$ cat src/inc/pcfetch_pkg.sv
// Purpose: shared constants and carriers for the program counter fetch unit
// Assumes: 21-bit byte address space, 16-bit instruction words
// Notes: opcode prefixes are this core's own encoding choice
package pcfetch_pkg;
	localparam int PC_WIDTH = 21;
	localparam int WORD_WIDTH = 16;
	localparam logic [20:0] PC_RESET = 21'h000000;
	localparam logic [20:0] WORD_STEP = 21'h000002;
	// upper nibble of a continuation (second) word
	localparam logic [3:0] SECOND_MARK = 4'hf;
	// first-word opcode prefixes of the two-word instructions
	localparam logic [3:0] OP_MOVE_FF = 4'hc;
	localparam logic [6:0] OP_CALL = 7'h76;
	localparam logic [7:0] OP_JUMP = 8'hef;
	localparam logic [9:0] OP_LOAD_PTR = 10'h3b8;
	// relative branch: 11-bit and 8-bit offsets
	localparam logic [4:0] OP_BRA_LONG = 5'h1a;
	localparam logic [4:0] OP_BRA_COND = 5'h1c;

	// one decoded control request from the execute stage
	typedef struct packed {
		logic fetch_en;
		logic take_branch;
		logic skip;
	} ctrl_s;

	// word delivered downstream
	typedef struct packed {
		logic valid;
		logic is_nop;
		logic [15:0] first;
		logic [11:0] literal;
	} issue_s;
endpackage : pcfetch_pkg

$ cat src/core/program_counter_word_fetch.sv
// Purpose: program counter and instruction word addressing for an 8-bit core
// Assumes: program memory answers a byte address with a word in one cycle
// Notes: one fetch per enabled cycle; second words are fetched in sequence

// Summary of operation
// RQ1: memory addressed by byte; instructions are one or two 16-bit words
// RQ2: instruction word low byte sits at even address, bit 0 zero
// RQ3: counter steps by two per word; bit 0 always reads zero
// RQ4: absolute jump and call load their word address into counter bits 20:1
// RQ5: relative branch offset counts words, so counter moves twice the offset
// RQ6: second word has upper nibble ones, lower twelve bits literal data
// RQ7: second word reached alone executes as a no-operation
// RQ8: first word of a pair fetches the next word, counter passes both
module program_counter_word_fetch
	import pcfetch_pkg::*;
#(
	parameter int ADDR_WIDTH = PC_WIDTH
)
(
	// clock and reset
	input wire logic clk_sys,
	input wire logic nrst,
	// control from execute stage
	input wire ctrl_s ctrl,
	// program memory
	input wire logic [15:0] mem_rdata,
	output logic [20:0] mem_addr,
	// issue to decoder
	output issue_s issue,
	output logic [20:0] pc
);

	// refuse a width that the fixed 21-bit address ports cannot carry
	if (ADDR_WIDTH != PC_WIDTH)
	begin : g_bad_width
		$error("address width must be 21");
	end

	typedef enum logic [1:0] {ST_FIRST, ST_SECOND} fetch_e;

	fetch_e state_reg, state_next;
	logic [20:1] pcw_reg, pcw_next;
	logic [15:0] first_reg, first_next;
	logic pair_reg, pair_next;
	issue_s issue_reg, issue_next;
	logic is_pair;
	logic is_mark;
	logic [20:1] rel_off;
	logic [20:1] abs_tgt;

	////////////////////////////////////////////////////////////////////////
	// decode of the word arriving from memory
	always_comb
	begin
		is_mark = mem_rdata[15:12] == SECOND_MARK; // RQ6
		is_pair = mem_rdata[15:12] == OP_MOVE_FF
			|| mem_rdata[15:9] == OP_CALL
			|| mem_rdata[15:8] == OP_JUMP
			|| mem_rdata[15:6] == OP_LOAD_PTR; // RQ1
		// word offset sign-extended; word units keep bit 0 clear
		if (mem_rdata[15:11] == OP_BRA_LONG)
			rel_off = {{9{mem_rdata[10]}}, mem_rdata[10:0]}; // RQ5
		else
			rel_off = {{12{mem_rdata[7]}}, mem_rdata[7:0]}; // RQ5
		abs_tgt = {mem_rdata[11:0], first_reg[7:0]}; // RQ4
	end

	////////////////////////////////////////////////////////////////////////
	// fetch sequencing; counter kept as a word address so bit 0 cannot set
	always_comb
	begin
		state_next = state_reg;
		pcw_next = pcw_reg;
		first_next = first_reg;
		pair_next = pair_reg;
		issue_next = '0;
		if (ctrl.fetch_en)
		begin
			pcw_next = pcw_reg + 20'h00001; // RQ3
			unique case (state_reg)
				ST_FIRST:
				begin
					if (ctrl.skip)
						pair_next = 1'b0;
					else if (is_pair)
					begin
						// hold the first word until its partner arrives
						first_next = mem_rdata; // RQ8
						pair_next = 1'b1;
						state_next = ST_SECOND; // RQ8
					end
					else if (is_mark)
					begin
						// orphan continuation word
						issue_next.valid = 1'b1;
						issue_next.is_nop = 1'b1; // RQ7
						issue_next.first = mem_rdata;
					end
					else
					begin
						issue_next.valid = 1'b1;
						issue_next.first = mem_rdata;
						if (ctrl.take_branch
							&& (mem_rdata[15:11] == OP_BRA_LONG
							|| mem_rdata[15:11] == OP_BRA_COND))
							pcw_next = pcw_reg + 20'h00001 + rel_off; // RQ5
					end
				end
				ST_SECOND:
				begin
					state_next = ST_FIRST;
					pair_next = 1'b0;
					issue_next.valid = 1'b1;
					issue_next.first = first_reg;
					issue_next.literal = mem_rdata[11:0]; // RQ6
					if (first_reg[15:8] == OP_JUMP
						|| first_reg[15:9] == OP_CALL)
						pcw_next = abs_tgt; // RQ4
				end
				default:
					state_next = ST_FIRST;
			endcase
		end
	end

	////////////////////////////////////////////////////////////////////////
	// state registers
	always_ff @(posedge clk_sys or negedge nrst)
	begin
		if (!nrst)
		begin
			state_reg <= ST_FIRST;
			pcw_reg <= PC_RESET[20:1];
			first_reg <= 16'h0000;
			pair_reg <= 1'b0;
			issue_reg <= '0;
		end
		else
		begin
			state_reg <= state_next;
			pcw_reg <= pcw_next;
			first_reg <= first_next;
			pair_reg <= pair_next;
			issue_reg <= issue_next;
		end
	end

	// byte address outputs, low bit tied to even
	always_ff @(posedge clk_sys or negedge nrst)
	begin
		if (!nrst)
		begin
			mem_addr <= PC_RESET;
			pc <= PC_RESET;
		end
		else
		begin
			mem_addr <= {pcw_next, 1'b0}; // RQ2
			pc <= {pcw_next, 1'b0}; // RQ3
		end
	end

	assign issue = issue_reg;
endmodule : program_counter_word_fetch

$ cat config.mk
export PLATFORM = sky130hd
export DESIGN_NAME = program_counter_word_fetch
export DESIGN_NICKNAME = d
export VERILOG_FILES = /design/src/inc/pcfetch_pkg.sv /design/src/core/program_counter_word_fetch.sv
export SDC_FILE = /design/constraint.sdc
export NUM_CORES = 1
export LEC_CHECK = 0
export BUFFER_PORTS_ARGS = -buffer_cell sky130_fd_sc_hd__buf_2
export CELL_PAD_IN_SITES_DETAIL_PLACEMENT = 1
export CELL_PAD_IN_SITES_GLOBAL_PLACEMENT = 2
export CORE_MARGIN = 3
export CORE_UTILIZATION = 36
export DETAILED_ROUTE_END_ITERATION = 7
export MAX_ROUTING_LAYER = met4
export PLACE_DENSITY_LB_ADDON = 0.1
export SYNTH_ARGS = -nofsm -noshare
export SYNTH_HDL_FRONTEND = slang
export SYNTH_SLANG_ARGS = --single-unit
$ cat constraint.sdc
create_clock -name clk_sys -period 9.28 [get_ports clk_sys]
set_input_delay 0.928 -clock clk_sys [delete_from_list [all_inputs] [get_ports clk_sys]]
set_output_delay 0.928 -clock clk_sys [all_outputs]
set_load 0.05 [all_outputs]
==> metrics.csv <==
metric,value,unit
die width,118,µm
Lkg Pwr,0.00252,µW
Async SR Flop Fraction,1.00,
fin crit period,4230,ps
Worst-Margin Slew,1010,ps
number of nets in the layout,583,
Arrival @ worst endpoint,4490,ps
P_sw,745,µW
"Clk pin slew, worst setup/hold paths",70,ps
Final HPWL DP,11.3,mm
Clock power frac,0.235,
max reg flops,30,
antenna cells,0,
RSZ-0062 raised after global routing,false,
Max-Slew Margin vs Limit,0.325,
maxcap violations,0,
# IOs,93,
Post-DRT Antenna Nets,0,
Clock Skews,12.0,ps
"Clk Latency, worst-skew pair",350,ps
Tightest Hold Check Type,reg -> reg,
H-tree levels,3,
Post-Syn Instances,487,
buffers and inverters on the worst path,0,
Int Pwr,780,µW
final setup violation count,0,
Avg Inst Size Synth,9.22,µm²
"delay-heaviest family, CP",simple AND/OR/NAND/NOR gates,
hold_ws,529,ps
drt first pass iters,6,
initial antenna violation count,0,
CTS Root Cell,clkbuf_16,
DRT iter0 DRCs,221,
final weighted congestion in routability-driven placement,0.907,
cts repair resizes,0,
Core Box Area,0.0121,mm²
layout cells sized above 1,0.265,
Pwr per Cell Area,290,mW/mm²
drt via density,5.71,
Sink Count,67,
part of the power in registers,0.278,
fmax,237,MHz
total setup buffers inserted after CTS,0,
largest net degree at the start of global routing,68,
Via Count,4125,
sequential cell area,0.00168,mm²
routed wire length,15.7,mm
gr usage total,0.237,
"critical path, cell by cell",ha_1 -> nand2_1 -> nor2_1 -> and3_1 -> xnor2_1 -> ha_1 -> and2_1 -> a221o_1 -> a21oi_1 -> o31ai_1 -> maj3_2 -> and4b_1 -> or4_1 -> o2111ai_1,
setup_tns,0,ps
Synth Flop Type,dfrtp_1,
Synth-to-Final Area Change,17.1,%
final hold vios,0,
switch share,0.488,
I/O Buffers,90,
Peak VDD IR,0.167,mV
site row count,40,
critical path data required time,9540,ps
Comb pwr share,0.487,
max incr delay on CP,470,ps
CP Capture Type,flop,
status,"finished, final reports clean",
Syn. warnings,0,
CP most frequent cell,ha_1,
"FF+latch count, synth",67,
die height,118,µm
TritonCTS clock tree,done,
Unique masters post-synth,70,
final core occ,0.434,
WL per Instance,21.8,µm
Initial Util,0.371,
period utilisation layout,0.455,
number of global-route vias before repair,4300,
Filler Cell Count,1451,
post-synth design cell area,0.00449,mm²
first-pass GRT wire length,25.1,mm
area of the multi-input gates,0.00248,mm²
clk buf depth,2,
DRC violations left,0,
GRT overflow,0,
hold_buf cts,0,
critical path class,reg -> reg,
crit path launch type,flop,
die area,0.0138,mm²
Worst Path Max Fanout,9,
register area share after synthesis,0.374,
Post-synth EDFFs,0,
Final Slew Violations,0,
Crit-path slowest cell,dfrtp_1,
total CTS buffers,9,
==> area by class of cell <==
class / instances / share of cell area
Sequential cell: 67 / 0.319
Clock buffer: 9 / 0.0429
Timing Repair Buffer: 97 / 0.0957
Clock inverter: 7 / 0.0140
Tap cell: 168 / 0.0400
Multi-Input combinational cell: 353 / 0.473
Inverter: 22 / 0.0157
==> per-stage QoR <==
step / power [µW] / instance area [µm²] / worst slack [ps] / cells
5_1_grt: 1610 / 5260 / 4750 / 723
3_5_place_dp: 1170 / 4960 / 4960 / 707
2_1_floorplan: 1020 / 4490 / 5230 / 488
3_3_place_gp: 1150 / 4960 / 5050 / 707
4_1_cts: 1540 / 5260 / 5070 / 723
6_report: 1530 / 5260 / 5050 / 723
==> cells by family after synthesis <==
logic type               after synthesis  share of synthesized area
AO/OA/AOI/OAI                        114                      0.187
XOR/XNOR                              30                     0.0585
adder cells (fa/ha/maj)               13                     0.0376
buffers and inverters                 68                     0.0764
flip-flops                            67                      0.374
multiplexers                          29                     0.0694
other                                  1                   0.000836
AND/OR/NAND/NOR                      165                      0.197
==> cells in the mapped netlist, types with 2 or more instances <==
cell	instances	area (µm²)
dfrtp_1	67	1680
nand2_1	38	143
nor2_1	34	128
buf_4	22	165
xnor2_1	22	193
inv_1	21	78.8
a21oi_1	20	100
clkbuf_1	19	71.3
nand3_1	18	90.1
and3_1	17	106
mux2_2	17	191
o21ai_0	17	85.1
a22o_1	13	114
mux2i_1	12	120
ha_1	11	138
nor3_1	11	55.1
o211ai_1	11	82.6
a211oi_1	9	67.6
nand4_1	8	50.1
xor2_1	8	70.1
nor4_1	6	37.5
a31oi_1	5	31.3
o221ai_1	5	43.8
buf_2	4	20.0
a21o_1	3	22.5
a41oi_1	3	26.3
nor2b_1	3	18.8
o2111ai_1	3	26.3
o21a_1	3	22.5
o22ai_1	3	18.8
o31ai_1	3	22.5
or2_2	3	18.8
or3_1	3	18.8
a221o_1	2	20.0
a32o_1	2	20.0
and4_1	2	17.5
and4b_1	2	20.0
nand2b_1	2	12.5
nand3b_1	2	15.0
or2_1	2	12.5
or4_1	2	15.0
==> path summary, 6_finish.rpt <==
path / startpoint / to / slack, ps / depth (start not counted)
worst min-delay path: first_reg[14] / first_reg[14] / 530 / 1
min in group asynchronous: nrst / pc[19] / 800 / 2
max in group asynchronous: nrst / issue[3] / 7890 / 2
worst max-delay path: pc[1] / pc[20] / 5050 / 14
worst max register to register: pc[1] / pc[20] / 5050 / 14
worst min register to register: first_reg[14] / first_reg[14] / 530 / 1
==> layer usage <==
metal  wire [µm]  track usage
met5           0            -
met4         215       0.0689
met3         623       0.0274
met2        7970        0.397
met1        6920        0.303
==> power groups by stage <==
stage               registers [µW]  clock network [µW]  logic, µW
global route                   435                 379        800
finish                         424                 358        743
floorplan                      508                   0        510
detailed placement             431                   0        742
global placement               427                   0        727
CTS                            426                 366        745
==> layout by cell type (no fill, tap or decap), drive strengths merged, types with 13 or more instances in the layout <==
master	count
a21oi	20
and3	18
dfrtp	67
buf	97
xnor2	22
nand3	20
o21ai	17
mux2	17
a22o	13
inv	25
nor2	34
nand2	38
No activity file was read; power rests on OpenSTA's default activity.
